==> config.mk <==
export PLATFORM = sky130hd
export DESIGN_NAME = cfl_loader
export DESIGN_NICKNAME = d
export VERILOG_FILES = /design/src/pkg/cfl_pkg.sv /design/src/core/cfl_loader.sv /design/src/core/cfl_pb_port.sv /design/src/core/cfl_p5_word.sv
export SDC_FILE = /design/constraint.sdc
export NUM_CORES = 1
export LEC_CHECK = 0
export BUFFER_PORTS_ARGS = -buffer_cell sky130_fd_sc_hd__clkbuf_2
export CORE_ASPECT_RATIO = 0.9
export CORE_MARGIN = 2
export CORE_UTILIZATION = 56
export CTS_CLUSTER_SIZE = 30
export DETAILED_ROUTE_END_ITERATION = 8
export GPL_TIMING_DRIVEN = 0
export PLACE_DENSITY = 0.78
export SLEW_MARGIN = 30
export SYNTH_ARGS = -nofsm -noshare
export SYNTH_HDL_FRONTEND = slang
export SYNTH_HIERARCHICAL = 1
export SYNTH_SLANG_ARGS = --single-unit
==> constraint.sdc <==
create_clock -name mclk -period 2 [get_ports mclk]
set_input_delay 0.4 -clock mclk [delete_from_list [all_inputs] [get_ports mclk]]
set_output_delay 0.4 -clock mclk [all_outputs]
set_load 0.01 [all_outputs]
==> src/pkg/cfl_pkg.sv <==
// shared types and constants of the port configuration word loader
package cfl_pkg;
	// load word addresses and fetch order
	localparam logic [7:0] WORD_P5 = 8'h6a;
	localparam logic [7:0] WORD_PB0 = 8'h70;
	localparam logic [7:0] WORD_PB_STEP = 8'h02;
	localparam logic [7:0] WORD_PB_LAST = 8'h7a;
	localparam logic [7:0] WORD_PM0 = 8'h80;
	localparam int NUM_PORTS = 6;
	localparam logic [2:0] PORT_FIRST = 3'h0;
	localparam logic [2:0] PORT_LAST = 3'h5;
	localparam logic [2:0] IDX_P5 = 3'h0;
	localparam logic [2:0] IDX_PB0 = 3'h1;
	localparam logic [2:0] IDX_PM0 = 3'h7;
	// configuration offsets
	localparam logic [11:0] OFF_DSI = 12'h040;
	localparam logic [11:0] OFF_PMCP = 12'h074;
	localparam logic [11:0] OFF_SLOT = 12'h0c0;
	localparam logic [11:0] OFF_LPN = 12'h0cc;
	localparam logic [11:0] OFF_SLCK = 12'h0d0;
	localparam logic [11:0] OFF_LPVC = 12'h144;
	localparam logic [11:0] OFF_TCMAP = 12'h154;
	localparam logic [11:0] OFF_PBD = 12'h214;
	localparam logic [11:0] OFF_PBC = 12'h218;
	// field positions: word source bit, register target bit
	localparam int DSI_SRC = 2, DSI_DST = 21;
	localparam int LPVC_SRC = 3, LPVC_DST = 4;
	localparam int LPN_SRC = 4, LPN_DST = 24, LPN_W = 3;
	localparam int TC_SRC = 9, TC_DST = 1, TC_W = 7;
	localparam int SLOT_SRC = 0, SLOT_DST = 24;
	localparam int SLCK_SRC = 1, SLCK_DST = 28;
	localparam int PBB_SRC = 0, PBB_DST = 0, PBB_W = 8;
	localparam int PBS_SRC = 8, PBS_DST = 8, PBS_W = 2;
	localparam int PBM_SRC = 10, PBM_DST = 13, PBM_W = 2;
	localparam int PBY_SRC = 15, PBY_DST = 0;
	localparam int RXP_SRC = 6, RXP_DST = 14;
	localparam int L0S_SRC = 4, L0S_DST = 12;
	localparam int L1D_SRC = 2, L1D_DST = 10;
	localparam int D3L_SRC = 0, D3L_DST = 8;
	localparam int FLD2_W = 2;
	// register default values
	localparam logic [31:0] RST_DSI = 32'h0000_0000;
	localparam logic [31:0] RST_PMCP = 32'h0000_0000;
	localparam logic [31:0] RST_SLOT = 32'h0000_0000;
	localparam logic [31:0] RST_LPN = 32'h0000_0000;
	localparam logic [31:0] RST_SLCK = 32'h0000_0000;
	localparam logic [31:0] RST_LPVC = 32'h0000_0000;
	localparam logic [31:0] RST_TCMAP = 32'h0000_0000;
	localparam logic [31:0] RST_PBD = 32'h0000_0000;
	localparam logic [31:0] RST_PBC = 32'h0000_0000;

	typedef enum logic [1:0] {CFL_ISSUE, CFL_WAIT, CFL_DONE} cfl_st_t;
	typedef struct packed {logic req; logic [7:0] addr;} cfl_mem_req_t;
	typedef struct packed {logic vld; logic [15:0] data;} cfl_mem_rsp_t;
	typedef struct packed {
		logic rd; logic [2:0] port; logic [11:0] off;
	} cfl_cfg_req_t;
	typedef struct packed {
		logic vld; logic err; logic [31:0] data;
	} cfl_cfg_rsp_t;
	typedef struct packed {
		logic dsi; logic lpvc; logic [2:0] lpn; logic [6:0] tc;
		logic slot; logic slck;
	} cfl_p5_t;
	typedef struct packed {
		logic [7:0] base; logic [1:0] scale; logic [1:0] pmst; logic sys;
	} cfl_pb_t;
	typedef struct packed {
		logic rxp; logic [1:0] l0s; logic [1:0] l1d; logic [1:0] d3l;
	} cfl_pm_t;
	typedef struct packed {
		cfl_st_t st; logic [2:0] idx; cfl_mem_req_t mreq; cfl_pm_t pm;
		logic done; cfl_cfg_rsp_t rsp;
	} cfl_top_t;
endpackage

==> src/core/cfl_loader.sv <==
// loader top: word fetch sequence, port 0 control word, read port
`timescale 1ns/1ps
module cfl_loader (
	// clock and reset
	input wire logic mclk,
	input wire logic sys_rst,
	// configuration memory word port
	output cfl_pkg::cfl_mem_req_t mem_req,
	input wire cfl_pkg::cfl_mem_rsp_t mem_rsp,
	// switch configuration read port
	input wire cfl_pkg::cfl_cfg_req_t cfg_req,
	output cfl_pkg::cfl_cfg_rsp_t cfg_rsp,
	// load status
	output logic load_done
);
	import cfl_pkg::*;

	cfl_top_t top_ff, nxt_top;
	cfl_p5_t p5_fld;
	logic [31:0] pbd_img [NUM_PORTS];
	logic [31:0] pbc_img [NUM_PORTS];
	logic [NUM_PORTS-1:0] ld_pb;
	logic word_take;
	logic ld_p5;
	logic ld_pm;
	logic [7:0] fetch_addr;
	logic [31:0] dsi_img, lpvc_img, lpn_img, tc_img;
	logic [31:0] slot_img, slck_img, pm_img;
	logic rd_hit;
	logic [31:0] rd_data;

	// word accepted only while waiting for it
	assign word_take = (top_ff.st == CFL_WAIT) && mem_rsp.vld;
	assign ld_p5 = word_take && (top_ff.idx == IDX_P5);
	assign ld_pm = word_take && (top_ff.idx == IDX_PM0);

	always_comb begin
		case (top_ff.idx)
			IDX_P5: fetch_addr = WORD_P5;
			IDX_PM0: fetch_addr = WORD_PM0;
			default: fetch_addr = WORD_PB0
				+ 8'(top_ff.idx - IDX_PB0) * WORD_PB_STEP;
		endcase
	end

	cfl_p5_word u_p5 (
		.mclk(mclk),
		.sys_rst(sys_rst),
		.ld(ld_p5),
		.word(mem_rsp.data),
		.fld(p5_fld)
	);

	for (genvar i = 0; i < NUM_PORTS; i++) begin : g_pb
		assign ld_pb[i] = word_take && (top_ff.idx == IDX_PB0 + 3'(i));
		cfl_pb_port u_pb (
			.mclk(mclk),
			.sys_rst(sys_rst),
			.ld(ld_pb[i]),
			.word(mem_rsp.data),
			.pbd_reg(pbd_img[i]),
			.pbc_reg(pbc_img[i])
		);
	end

	// fetch sequence and read answer
	always_comb begin
		nxt_top = top_ff;
		nxt_top.mreq.req = 1'b0;
		nxt_top.rsp = '0;
		case (top_ff.st)
			CFL_ISSUE: begin
				nxt_top.mreq.req = 1'b1;
				nxt_top.mreq.addr = fetch_addr;
				nxt_top.st = CFL_WAIT;
			end
			CFL_WAIT: begin
				if (mem_rsp.vld) begin
					if (top_ff.idx == IDX_PM0) begin
						nxt_top.st = CFL_DONE;
						nxt_top.done = 1'b1;
					end else begin
						nxt_top.idx = top_ff.idx + 3'h1;
						nxt_top.st = CFL_ISSUE;
					end
				end
			end
			CFL_DONE: nxt_top.st = CFL_DONE;
			default: nxt_top.st = CFL_ISSUE;
		endcase
		if (ld_pm) begin
			nxt_top.pm.rxp = mem_rsp.data[RXP_SRC];
			nxt_top.pm.l0s = mem_rsp.data[L0S_SRC +: FLD2_W];
			nxt_top.pm.l1d = mem_rsp.data[L1D_SRC +: FLD2_W];
			nxt_top.pm.d3l = mem_rsp.data[D3L_SRC +: FLD2_W];
		end
		if (cfg_req.rd && top_ff.done) begin
			nxt_top.rsp.vld = 1'b1;
			nxt_top.rsp.err = !rd_hit;
			nxt_top.rsp.data = rd_hit ? rd_data : '0;
		end
	end

	always_ff @(posedge mclk) begin
		if (sys_rst) begin
			top_ff <= '0;
			top_ff.st <= CFL_ISSUE;
		end else begin
			top_ff <= nxt_top;
		end
	end

	assign mem_req = top_ff.mreq;
	assign cfg_rsp = top_ff.rsp;
	assign load_done = top_ff.done;

	always_comb begin
		dsi_img = RST_DSI;
		dsi_img[DSI_DST] = p5_fld.dsi;
		lpvc_img = RST_LPVC;
		lpvc_img[LPVC_DST] = p5_fld.lpvc;
		lpn_img = RST_LPN;
		lpn_img[LPN_DST +: LPN_W] = p5_fld.lpn;
		tc_img = RST_TCMAP;
		tc_img[TC_DST +: TC_W] = p5_fld.tc;
		slot_img = RST_SLOT;
		slot_img[SLOT_DST] = p5_fld.slot;
		slck_img = RST_SLCK;
		slck_img[SLCK_DST] = p5_fld.slck;
		pm_img = RST_PMCP;
		pm_img[RXP_DST] = top_ff.pm.rxp;
		pm_img[L0S_DST +: FLD2_W] = top_ff.pm.l0s;
		pm_img[L1D_DST +: FLD2_W] = top_ff.pm.l1d;
		pm_img[D3L_DST +: FLD2_W] = top_ff.pm.d3l;
	end

	// register select by port and offset
	always_comb begin
		rd_hit = 1'b0;
		rd_data = '0;
		case (cfg_req.off)
			OFF_DSI: begin
				rd_hit = (cfg_req.port == PORT_LAST);
				rd_data = dsi_img;
			end
			OFF_LPVC: begin
				rd_hit = (cfg_req.port == PORT_LAST);
				rd_data = lpvc_img;
			end
			OFF_LPN: begin
				rd_hit = (cfg_req.port == PORT_LAST);
				rd_data = lpn_img;
			end
			OFF_TCMAP: begin
				rd_hit = (cfg_req.port == PORT_LAST);
				rd_data = tc_img;
			end
			OFF_SLOT: begin
				rd_hit = (cfg_req.port == PORT_LAST);
				rd_data = slot_img;
			end
			OFF_SLCK: begin
				rd_hit = (cfg_req.port == PORT_LAST);
				rd_data = slck_img;
			end
			OFF_PMCP: begin
				rd_hit = (cfg_req.port == PORT_FIRST);
				rd_data = pm_img;
			end
			OFF_PBD: begin
				rd_hit = (cfg_req.port <= PORT_LAST);
				if (rd_hit) begin
					rd_data = pbd_img[cfg_req.port];
				end
			end
			OFF_PBC: begin
				rd_hit = (cfg_req.port <= PORT_LAST);
				if (rd_hit) begin
					rd_data = pbc_img[cfg_req.port];
				end
			end
			default: rd_hit = 1'b0;
		endcase
	end
endmodule // cfl_loader

==> src/core/cfl_pb_port.sv <==
// power budget register pair of one port
`timescale 1ns/1ps
module cfl_pb_port (
	// clock and reset
	input wire logic mclk,
	input wire logic sys_rst,
	// word load
	input wire logic ld,
	input wire logic [15:0] word,
	// register images
	output logic [31:0] pbd_reg,
	output logic [31:0] pbc_reg
);
	import cfl_pkg::*;

	cfl_pb_t pb_ff, nxt_pb;

	always_comb begin
		nxt_pb = pb_ff;
		if (ld) begin
			nxt_pb.base = word[PBB_SRC +: PBB_W];
			nxt_pb.scale = word[PBS_SRC +: PBS_W];
			nxt_pb.pmst = word[PBM_SRC +: PBM_W];
			nxt_pb.sys = word[PBY_SRC];
		end
		pbd_reg = RST_PBD;
		pbd_reg[PBB_DST +: PBB_W] = pb_ff.base;
		pbd_reg[PBS_DST +: PBS_W] = pb_ff.scale;
		pbd_reg[PBM_DST +: PBM_W] = pb_ff.pmst;
		pbc_reg = RST_PBC;
		pbc_reg[PBY_DST] = pb_ff.sys;
	end

	always_ff @(posedge mclk) begin
		if (sys_rst) begin
			pb_ff <= '0;
		end else begin
			pb_ff <= nxt_pb;
		end
	end
endmodule // cfl_pb_port

==> src/core/cfl_p5_word.sv <==
// port 5 load word field holder
`timescale 1ns/1ps
module cfl_p5_word (
	// clock and reset
	input wire logic mclk,
	input wire logic sys_rst,
	// word load
	input wire logic ld,
	input wire logic [15:0] word,
	// loaded fields
	output cfl_pkg::cfl_p5_t fld
);
	import cfl_pkg::*;

	cfl_p5_t p5_ff, nxt_p5;

	always_comb begin
		nxt_p5 = p5_ff;
		if (ld) begin
			nxt_p5.dsi = word[DSI_SRC];
			nxt_p5.lpvc = word[LPVC_SRC];
			nxt_p5.lpn = word[LPN_SRC +: LPN_W];
			nxt_p5.tc = word[TC_SRC +: TC_W];
			nxt_p5.slot = word[SLOT_SRC];
			nxt_p5.slck = word[SLCK_SRC];
		end
	end

	always_ff @(posedge mclk) begin
		if (sys_rst) begin
			p5_ff <= '0;
		end else begin
			p5_ff <= nxt_p5;
		end
	end

	assign fld = p5_ff;
endmodule // cfl_p5_word

; ---- Word-level counts from Yosys, hierarchy flattened
; Index checks and enable logic that the tools add are counted.
[classes]
eq_ne = 20
add_sub_neg = 3
n_bitwise = 4
magnitude_cmp = 2
muxes = 18
n_reduce_logical = 20
[ops]
columns = op, n
row1 = case mux 32 bit (9 select lines), 1
row2 = 2-to-1 mux 32 bit, 7
row3 = binary-select mux 32 bit (select 3 bit), 2
row4 = "equality test 12 x 8 -> 1 bit, second input constant", 3
row5 = 2-to-1 mux 34 bit, 1
row6 = "equality test 12 x 10 -> 1 bit, second input constant", 2
row7 = "equality test 12 x 7 -> 1 bit, second input constant", 2
row8 = "equality test 12 x 9 -> 1 bit, second input constant", 2
row9 = case mux 8 bit (2 select lines), 1
row10 = "equality test 3 bit, second input constant", 5
row11 = logical AND 1 bit, 10
row12 = 2-to-1 mux 9 bit, 1
row13 = "adder 7 x 8 -> 8 bit, first input constant", 1
row14 = "equality test 3 x 2 -> 1 bit, second input constant", 2
row15 = logical NOT 3 bit, 2
row16 = case mux 2 bit (3 select lines), 1
row17 = AND reduction 3 bit, 2
row18 = OR reduction 6 bit, 1
row19 = 2-to-1 mux 5 bit, 1
row20 = "greater-or-equal comparator 4 bit, second input constant", 1
row21 = inverter 3 -> 4 bit, 1
row22 = OR reduction 2 bit, 2
row23 = "subtractor 3 x 1 -> 4 bit, second input constant", 1
row24 = "adder 3 x 1 -> 3 bit, second input constant", 1
row25 = other kinds (12), 14
[word_totals]
input_bits = 35
output_inout_bits = 44
wordCells = 109
register_bits = 148

; ---- Logic depth before layout (Yosys ltp)
; Gate-level depths: netlist of run 1.
[depth]
depth_word = 8
mapped_depth = 9
depth_no_buf = 6

; ---- Hierarchy
; The synthesis of run 1 kept the hierarchy.
[by_module_without_submodules]
columns = module, area_each_um2, cells_each, n_inst, seq_area_each_um2
row1 = cfl_loader, 5656.7, 618, 1, 1081.0
row2 = cfl_pb_port, 860.8, 94, 6, 260.2
row3 = cfl_p5_word, 508.0, 45, 1, 280.3

; ---- Least setup slack after synthesis of run 1
; No wires, ideal clock.
[synth_path]
kind = input port to flip-flop
from = input cfg_req[12] (netlist name)
to = register top_ff, in the netlist cfg_rsp[0]
path_stages = 9
path_slack_ps = -41
arrival_time_ps = 1924
path_cell_list = buf_2 > buf_4 > buf_4 > buf_2 > buf_2 > mux2i_1 > o22ai_1 > a22oi_1 > nor2_1
[synth_via]
elab_chain_cells = 6
elab_cells_between_ends = 16
classes_between = 1 x order compare / 1 x eq/ne / 10 x mux / 2 x bitwise / 2 x reduce/logical
[synth_lines]
columns = item, line
row1 = from (decl), cfl_loader.sv:11  ; input wire cfl_pkg::cfl_cfg_req_t cfg_req,
row2 = inverter 3 -> 4 bit (implied by the code), "cfl_loader.sv:173, cfl_loader.sv:179"
row3 = binary-select mux 32 bit (select 3 bit) (on tied branches), "cfl_loader.sv:179, cfl_loader.sv:173"
row4 = 2-to-1 mux 32 bit (on tied branches) (2 in a row), "cfl_loader.sv:179, cfl_loader.sv:173"
row5 = 2-to-1 mux 32 bit (on tied branches), "cfl_loader.sv:178, cfl_loader.sv:172"
row6 = case mux 32 bit (9 select lines), cfl_loader.sv:141  ; case (cfg_req.off)
row7 = to (signal assigned), cfl_loader.sv:109  ; top_ff <= nxt_top;
row8 = to (decl), cfl_loader.sv:18  ; cfl_top_t top_ff, nxt_top;
; Several ways; a longest one is shown, not always the timed one. The select of a mux whose other input is x is not followed.
; A chain may end at the register's enable or synchronous reset.

; ---- Worst setup path after layout of run 1
[layout_path]
from = input cfg_req[2] (netlist name)
to = register top_ff, in the netlist cfg_rsp[9]
[layout_via]
elab_chain_cells = 5
elab_cells_between_ends = 15
classes_between = 9 x eq/ne / 2 x mux / 1 x bitwise / 3 x reduce/logical
[layout_lines]
columns = item, line
row1 = equality test 12 x 8 -> 1 bit (tied with other cells), cfl_loader.sv:141
row2 = OR reduction 6 bit (no source line) / OR reduction 2 bit (equally long branches), -
row3 = case mux 1 bit (3 select lines), cfl_loader.sv:141
row4 = inverter 1 bit (no source line), -
row5 = OR reduction 3 bit (no source line), -
; Several ways; a longest one is shown, not always the timed one.

==> impl_metrics.tcl, run 1 <==
set metrics [dict create \
    r2r_end "u_p5/fld[5]" \
    r2r_cells 8 \
    wire_per_inst_um 14.3 \
    final_core_util_pct 69.5 \
    start_kind "input port" \
    slew_violations 0 \
    grt_pass1_wl_mm 42.2 \
    coreArea_um2 19900 \
    syn-cell-area_um2 11300 \
    start_util_pct 56.9 \
    netlist_instances 1227 \
    p_int_mw 5.55 \
    endpoint_kind "flop" \
    dpl_cell_area_um2 13200 \
    rsz0062_at_grt "yes" \
    fmax_mhz 510 \
    synth_cell_type_count 47 \
    drc_errors 0 \
    power_frac_comb_pct 19.7 \
    min-delay-start "mem_rsp[16]" \
    path_class "input port to flop" \
    cts_tree "yes" \
    clock_skew_ns 0.0209 \
    cts_buffers 17 \
    path_clk_slew_ns 0.07 \
    drt-total-wl_mm 27.0 \
    nets 1667 \
    hp-class "input port to flop" \
    grtUsageMet2_pct 41.5 \
    die_h_um 139 \
    largest_reg_flops 72 \
    insertion_delay_ns 0.43 \
    post-route-period-util_pct 98.0 \
    setup.worst_path.start "cfg_req[2]" \
    grt.met3_usage_pct 5.94 \
    p_sw_share_pct 27.5 \
    grt-ovfl-total 0 \
    grt_util_met1_pct 33.5 \
    status "complete, no violations" \
    num-fill-cells 1527 \
    pwr-share-seq_pct 38.8 \
    grt_pass1_vias 8253 \
    clockPowerShare_pct 41.5 \
    die_x_um 154 \
    setup_viol 0 \
    yosys_register_bits 146 \
    seq_area_frac_synth_pct 25.8 \
    vias 8739 \
    groute.usage.overall_pct 25.3 \
    rr_startpoint "top_ff[51]" \
    placement_rows 49 \
    post-route-cell-area_um2 13800 \
    relSlewSlack_pct 52.6 \
    synth_ff_type "dfxtp_1" \
    htreeDepth 4 \
    arrival_ns 2.31 \
    hold_viol_final 0 \
    power_density_nw_per_um2 553 \
    io_pins 79 \
    diodes 0 \
    grt_busiest_layer "met2" \
    cts_hold_buf 0 \
    post_drt_via_cell_ratio 4.62 \
    dp_hpwl_mm 20.3 \
    final_cells 1891 \
    p_switching_mw 2.11 \
    async_reset_ff_share_pct 0 \
    place_inst 1857 \
    ant_nets 0 \
    cap_viol_max_count 0 \
    gp_congestion 0.889 \
    design.die.area_um2 21400 \
    drtPass1Iterations 5 \
    clockBufferDepth 2 \
    power.leakage_nw 6.45 \
    synth_edf_count 0 \
    endpoint "cfg_rsp[9]" \
    reg2reg_slack_ns 0.15 \
    io_buffer_count 75 \
    required_ns 2.35 \
    worst_pin_slew_ns 0.711 \
    grt_max_degree 33 \
    fin_crit_ns 1.96 \
    cts_sinks 146 \
    antenna_found_initial 0 \
    final_layout_size_suffix_gt1_share_pct 35.9 \
    synthToLayoutAreaGrowth_pct 22.2 \
    ir_drop_mv 0.501 \
    syn-mean-instance-area_um2 9.23 \
    path_max_fanout 10 \
    yosysWarnings 6 \
    clockRootBuffer "clkbuf_16" \
    drt_iter0_markers 640 \
]
[timing repair]
action                     CTS  global route
setup endpoints to repair   13            10
resized for setup            8            28
pin swaps                    2             1
buffers inserted             2             0
[per-layer routing]
layer / up-vias / routed length, um
li1: 4376 / -
met1: 4033 / 12000
met2: 292 / 12700
met3: 38 / 1870
met4: 0 / 480
met5: - / 0
[placed cells by master (no fill, tap or decap), types with 9 or more instances in the layout]
master	count
buf_4	352
conb_1	307
mux2i_1	163
dfxtp_1	146
nor2_1	139
clkbuf_2	85
o22ai_1	64
inv_1	63
mux4_2	60
nand2_1	34
clkbuf_1	27
a22oi_1	23
clkbuf_16	17
a21oi_1	14
buf_6	12
a21oi_2	10
buf_2	9
ha_1	9
[cell usage after synthesis (all sizes together) (3+ instances only)]
cell    count  share of area, %
a211oi      4              0.27
a21oi      24               1.4
a222oi      6              0.53
a22oi      23               1.5
and2        7              0.39
buf       384                26
clkbuf     37               1.2
conb        7              0.23
dfxtp     146                26
ha          9              0.99
inv        63               2.1
mux2i     164                14
mux4       60                12
nand2      34               1.1
nand2b      4              0.22
nand4       4              0.22
nor2      140               4.6
nor2b       3              0.17
nor3        4              0.18
nor4        6              0.60
o211ai      3              0.20
o21ai       6              0.27
o22ai      64               3.5
[cell families (layout without fill, tap and decap cells)]
group / Yosys count / in the layout / share of synthesized area (%)
simple gates: 217 / 217 / 8.54
fa+ha+maj: 9 / 9 / 0.994
xor+xnor: 2 / 2 / 0.155
mux: 224 / 224 / 26.4
buf+inv: 484 / 593 / 29.5
compound gates: 138 / 138 / 8.36
flops: 146 / 146 / 25.8
other cells: 7 / 307 / 0.232
[critical path, cell delays in order]
cell and delay (ns):
clkbuf_2 0.20, or4b_4 0.55, nor2_1 0.37, clkbuf_2 0.37
a22oi_1 0.22, a21oi_2 0.20
[power by group through the flow]
stage	clock network [mW]	registers (mW)	logic (mW)
2_1_floorplan	0	3.03	1.16
3_3_place_gp	0	3.04	1.37
3_5_place_dp	0	3.04	1.37
4_1_cts	3.21	2.97	1.38
5_1_grt	3.32	2.98	1.64
6_report	3.18	2.97	1.51
[metrics by stage]
stage               setup TNS (ns)  power (mW)  worst slack [ns]  hold slack (ns)
floorplan                 -0.00327        4.19          -0.00327            0.431
finish                           0        7.66            0.0396            0.180
global placement             -9.31        4.41            -0.630            0.447
CTS                              0        7.57           0.00742            0.167
global route              -0.00192        7.93          -0.00192            0.187
detailed placement           -9.60        4.41            -0.691            0.451
[worst min-delay path by stage]
| stage | slack (ns) | endpoint | cells past startpoint |
|---|---|---|---|
| CTS | 0.17 | top_ff[54] | 2 |
| floorplan | 0.43 | cfg_rsp[25] | 2 |
| global placement | 0.45 | pm_img[9] | 2 |
| detailed placement | 0.45 | pm_img[8] | 2 |
| finish | 0.18 | top_ff[54] | 2 |
| global route | 0.19 | top_ff[54] | 2 |
[area by class of cell]
| type | count | area (um2) | share of cell area, % |
|---|---|---|---|
| buffer | 421 | 3160 | 22.9 |
| tap | 255 | 319 | 2.30 |
| sequential | 146 | 2920 | 21.1 |
| timing repair buffer | 77 | 390 | 2.82 |
| multi-input combinational | 897 | 6220 | 45.0 |
| inverter | 63 | 236 | 1.71 |
| clock inverter | 14 | 146 | 1.06 |
| clock buffer | 18 | 439 | 3.17 |
No activity file was read; power rests on OpenSTA's default activity.
==> run 2, diff against run 1 <==
--- a/config.mk
+++ b/config.mk
@@ -11,8 +11,7 @@
 export CORE_UTILIZATION = 56
 export CTS_CLUSTER_SIZE = 30
 export DETAILED_ROUTE_END_ITERATION = 8
-export GPL_TIMING_DRIVEN = 0
-export PLACE_DENSITY = 0.78
+export PLACE_DENSITY_LB_ADDON = 0.1
 export SLEW_MARGIN = 30
 export SYNTH_ARGS = -nofsm -noshare
 export SYNTH_HDL_FRONTEND = slang
==> run 2 against run 1 <==
Effect of this change:
- via count is 18% lower
- clock power fell by 2%
- sequential power barely moved
==> impl_metrics.tcl, run 2 (synthesis results as in run 1) <==
set metrics [dict create \
    io_pins 79 \
    cap_viol_max_count 0 \
    min_to "top_ff[54]" \
    coreArea_um2 19900 \
    placement_rows 49 \
    insertion_delay_ns 0.43 \
    critPathTopFamily "simple AND/OR/NAND/NOR gates" \
    min-delay-start "mem_rsp[16]" \
    endpoint_kind "flop" \
    drtPass1Iterations 5 \
    fin_ws_ns 0.243 \
    crit_top_cell "nor2_1" \
    cts_tree "yes" \
    drt_iter0_markers 449 \
    power.leakage_nw 4.62 \
    io_buffer_count 77 \
    final_cell_mix "conb_1 (307), mux2i_1 (164), dfxtp_1 (146)" \
    critPathMaxStageDelay_ns 0.45 \
    fmax_mhz 569 \
    wire_per_inst_um 14.3 \
    r2r_cells 7 \
    worstHoldPathCells 2 \
    place_inst 1501 \
    die_x_um 154 \
    fin_crit_ns 1.76 \
    cp.buffers_inverters 3 \
    vias 7191 \
    path_max_fanout 13 \
    design.die.area_um2 21400 \
    final_common_cell "conb_1" \
    post_drt_via_cell_ratio 4.69 \
    postCtsSetupBuffers 0 \
    preCtsSetupSlack_ns -0.176 \
    clockBufferDepth 2 \
    hold_viol_final 0 \
    final_cells 1533 \
    cts_buffers 17 \
    post-route-period-util_pct 87.9 \
    drc_errors 0 \
    post-route-cell-area_um2 11300 \
    antenna_found_initial 0 \
    final_layout_size_suffix_gt1_share_pct 19.7 \
    start_kind "input port" \
    hp-class "input port to flop" \
    dp_hpwl_mm 15.1 \
    grt_max_degree 113 \
    rsz0062_at_grt "no" \
    clockRootBuffer "clkbuf_16" \
    htreeDepth 4 \
    r2r_end "g_pb[4].u_pb/pbd_reg[5]" \
    gp_congestion 0.817 \
    cts_resized 0 \
    drt-total-wl_mm 21.9 \
    ant_nets 0 \
    cts_hold_buf 0 \
    groute.usage.overall_pct 21.2 \
    path_clk_slew_ns 0.07 \
    grt_pass1_wl_mm 35.6 \
    clock_skew_ns 0.0119 \
    grt_pass1_vias 6728 \
    grt-ovfl-total 0 \
    die_h_um 139 \
    largest_reg_flops 72 \
    diodes 0 \
    path_class "input port to flop" \
    required_ns 2.36 \
    rr_startpoint "top_ff[54]" \
    reg2reg_slack_ns 0.25 \
    status "complete, no violations" \
    setup_viol 0 \
    critical-path-slowest-cell "nor4b_1" \
    nets 1309 \
    path_cells "clkbuf_2 -> buf_4 -> nor4b_1 -> nand4_1 -> nor2_1 -> o31ai_4 -> buf_6 -> nor2_1" \
    worst_pin_slew_ns 0.639 \
    power_density_nw_per_um2 627 \
    relSlewSlack_pct 57.4 \
    synthToLayoutAreaGrowth_pct -0.674 \
    dpl_cell_area_um2 10700 \
    slew_violations 0 \
    ir_drop_mv 0.578 \
    start_util_pct 56.9 \
    cts_sinks 146 \
    arrival_ns 2.11 \
]
[run 2: cell types whose count changed in the layout (fill, tap and decap cells not counted), moves of 4 or more]
cell      change
buf_2         -9
buf_4       -298
buf_6        -10
clkbuf_1     -27
clkbuf_2     -11
clkbuf_4      -4
[run 2: layout make-up]
cell class | count | area, um2
repair buffers | 140 | 998
flip-flops and latches | 146 | 2920
multi-input cells | 897 | 6210
fillers | 1890 | 8670
clock buffers | 17 | 425
clock inverters | 15 | 143
inverters | 63 | 236
well taps | 255 | 319
[run 2: metrics by stage]
stage	setup TNS (ns)	hold slack (ns)	utilization, %	total power, mW
after global placement	-4.52	0.446	53.6	3.98
after detailed placement	-2.38	0.453	53.6	3.98
after CTS	0	0.154	56.5	7.09
after floorplan	-0.00327	0.431	-	4.19
after global routing	0	0.165	56.5	7.36
final	0	0.172	56.5	7.06
[run 2: worst register-to-register path: stages (launching register included)]
cell and delay, ns:
dfxtp_1 0.38, nand2_1 0.09, nor2_1 0.32, nand2_1 0.13
nor2_1 0.19, buf_12 0.20, mux2i_1 0.24, nor2_1 0.06
[run 2: report_power, final]
part	switching (mW)	internal, mW
Combinational	0.518	0.458
Clock	1.46	1.65
Sequential	0.0267	2.94
Total	2.00	5.05
[run 2: worst max path at each step]
stage / slack [ns] / cells past startpoint / to / startpoint
6_report: 0.24 / 8 / cfg_rsp[24] / cfg_req[8]
5_1_grt: 0.05 / 7 / g_pb[5].u_pb/pbd_reg[9] / top_ff[54]
4_1_cts: 0.26 / 7 / g_pb[5].u_pb/pbd_reg[5] / top_ff[54]
3_5_place_dp: -0.18 / 7 / cfg_rsp[2] / cfg_req[14]
3_3_place_gp: -0.27 / 6 / cfg_rsp[24] / cfg_req[4]
2_1_floorplan: -0.003 / 9 / cfg_rsp[0] / cfg_req[12]
[run 2: layer usage]
metal	GRT usage [%]	wire, um	up-vias
met2	31.9	9650	143
met5	0	0	-
met1	31.4	10900	3376
met4	5.71	273	0
li1	-	-	3656
met3	4.03	1070	16
==> run 3, diff against run 2 <==
--- a/config.mk
+++ b/config.mk
@@ -11,7 +11,7 @@
 export CORE_UTILIZATION = 56
 export CTS_CLUSTER_SIZE = 30
 export DETAILED_ROUTE_END_ITERATION = 8
-export PLACE_DENSITY_LB_ADDON = 0.1
+export PLACE_DENSITY = 0.74
 export SLEW_MARGIN = 30
 export SYNTH_ARGS = -nofsm -noshare
 export SYNTH_HDL_FRONTEND = slang
==> run 3 against run 2 <==
Effect of this change:
- cell count up 0.26%
- critical path type is now flop to flop
- sequential share of layout area shrank 0.10 points
- critical endpoint is now u_p5/fld[13]
- critical path depth down 1
- sequential power about the same
- die area stayed put
==> impl_metrics.tcl, run 3 (synthesis results as in run 1) <==
set metrics [dict create \
    clockRootBuffer "clkbuf_16" \
    drt_iter0_markers 535 \
    drtPass1Iterations 5 \
    multiInputGateArea_um2 6210 \
    setup_viol 0 \
    die_x_um 154 \
    synthToLayoutAreaGrowth_pct -0.276 \
    regArea_um2 2920 \
    power_frac_comb_pct 13.7 \
    dp_hpwl_mm 14.5 \
    worstHoldPathCells 2 \
    drt-met1-wl_mm 9.46 \
    clockBufferDepth 2 \
    path_class "flop to flop" \
    cts_resized 0 \
    drt-total-wl_mm 21.2 \
    cts_tree "yes" \
    fmax_mhz 551 \
    antenna_found_initial 0 \
    drc_errors 0 \
    final_cells 1537 \
    post_drt_via_cell_ratio 4.82 \
    p_int_mw 5.07 \
    top_layer "met4" \
    post-route-period-util_pct 90.7 \
    placement_rows 49 \
    start_util_pct 56.9 \
    io_pins 79 \
    place_inst 1504 \
    path_max_fanout 14 \
    rsz0062_at_grt "no" \
    relSlewSlack_pct 44.5 \
    slew_violations 0 \
    p_sw_share_pct 28.5 \
    pwr-share-seq_pct 41.9 \
    grt_pass1_wl_mm 34.5 \
    hold_viol_final 0 \
    rr_startpoint "top_ff[51]" \
    min-delay-start "mem_rsp[16]" \
    die_h_um 139 \
    p_switching_mw 2.02 \
    cts_buffers 17 \
    design.die.area_um2 21400 \
    io_buffer_count 77 \
    wl_met3_mm 1.23 \
    groute.usage.overall_pct 20.2 \
    start_kind "flop" \
    fin_tns_setup_ns 0 \
    wl_met2_mm 10.3 \
    cap_viol_max_count 0 \
    required_ns 2.29 \
    coreArea_um2 19900 \
    clock_skew_ns 0.0131 \
    endpoint_kind "flop" \
    hp-class "input port to flop" \
    path_clk_slew_ns 0.07 \
    gp_congestion 0.895 \
    cts_sinks 146 \
    cts_hold_buf 0 \
    insertion_delay_ns 0.44 \
    grt_pass1_vias 7061 \
    wire_per_inst_um 13.8 \
    largest_reg_flops 72 \
    worst_pin_slew_ns 0.833 \
    nets 1313 \
    status "complete, no violations" \
    power.leakage_nw 4.64 \
    ant_nets 0 \
    diodes 0 \
    grt_max_degree 113 \
    grt-ovfl-total 0 \
    final_cell_mix "conb_1 (307), mux2i_1 (164), dfxtp_1 (146)" \
    min_to "top_ff[54]" \
    num-fill-cells 1772 \
    r2r_end "u_p5/fld[13]" \
    vias 7413 \
    fin_crit_ns 1.81 \
    r2r_cells 7 \
    clockPowerShare_pct 44.4 \
    power_density_nw_per_um2 627 \
    arrival_ns 2.11 \
    final_layout_size_suffix_gt1_share_pct 20.0 \
    ir_drop_mv 0.404 \
    reg2reg_slack_ns 0.19 \
    htreeDepth 4 \
    postCtsSetupBuffers 0 \
    final_common_cell "conb_1" \
]
[run 3: changes by cell type in the layout (fill, tap and decap cells not counted), sizes merged]
cell	change
buf	+4
clkinv	+1
clkinvlp	-2
inv	+1
[run 3: final cells by class]
cell class | count | area share [%]
well taps | 255 | 2.82
repair buffers | 144 | 9.08
clock buffers | 17 | 3.77
flip-flops and latches | 146 | 25.9
multi-input cells | 897 | 55.0
clock inverters | 15 | 1.42
inverters | 63 | 2.09
[run 3: power by group through the flow]
stage                     logic (mW)  registers [mW]  clock network, mW
after detailed placement       0.925            3.04                  0
final                          0.972            2.97               3.15
after CTS                      0.927            2.97               3.19
after global placement         0.917            3.03                  0
after global routing            1.08            2.97               3.30
after floorplan                 1.16            3.03                  0
[run 3: layer usage]
metal	GRT usage (%)	up-vias
met5	0	-
met4	5.61	0
met3	4.47	21
met2	34.8	201
met1	25.5	3533
li1	-	3658
[run 3: through the flow]
step | setup WS [ns] | area, um2 | hold WS, ns | total power, mW | utilization [%]
2_1_floorplan | -0.00327 | 12500 | 0.431 | 4.19 | -
3_3_place_gp | -0.222 | 10700 | 0.443 | 3.95 | 53.7
3_5_place_dp | -0.261 | 10700 | 0.451 | 3.96 | 53.7
4_1_cts | 0.182 | 11300 | 0.171 | 7.09 | 56.6
5_1_grt | 0.100 | 11300 | 0.191 | 7.36 | 56.7
6_report | 0.185 | 11300 | 0.185 | 7.09 | 56.7
[run 3: critical path, cell delays in order, from the launching register on]
cell,delay (ns)
dfxtp_1,0.44
inv_1,0.09
ha_1,0.23
ha_1,0.25
and2_1,0.16
buf_4,0.22
mux2i_1,0.20
nor2_1,0.07
[run 3: worst max path at each step]
stage,slack [ns],end,from
2_1_floorplan,-0.003,cfg_rsp[0],cfg_req[12]
3_3_place_gp,-0.22,cfg_rsp[5],cfg_req[4]
3_5_place_dp,-0.26,cfg_rsp[24],cfg_req[4]
4_1_cts,0.18,cfg_rsp[0],cfg_req[2]
5_1_grt,0.10,u_p5/fld[13],top_ff[51]
6_report,0.19,u_p5/fld[13],top_ff[51]
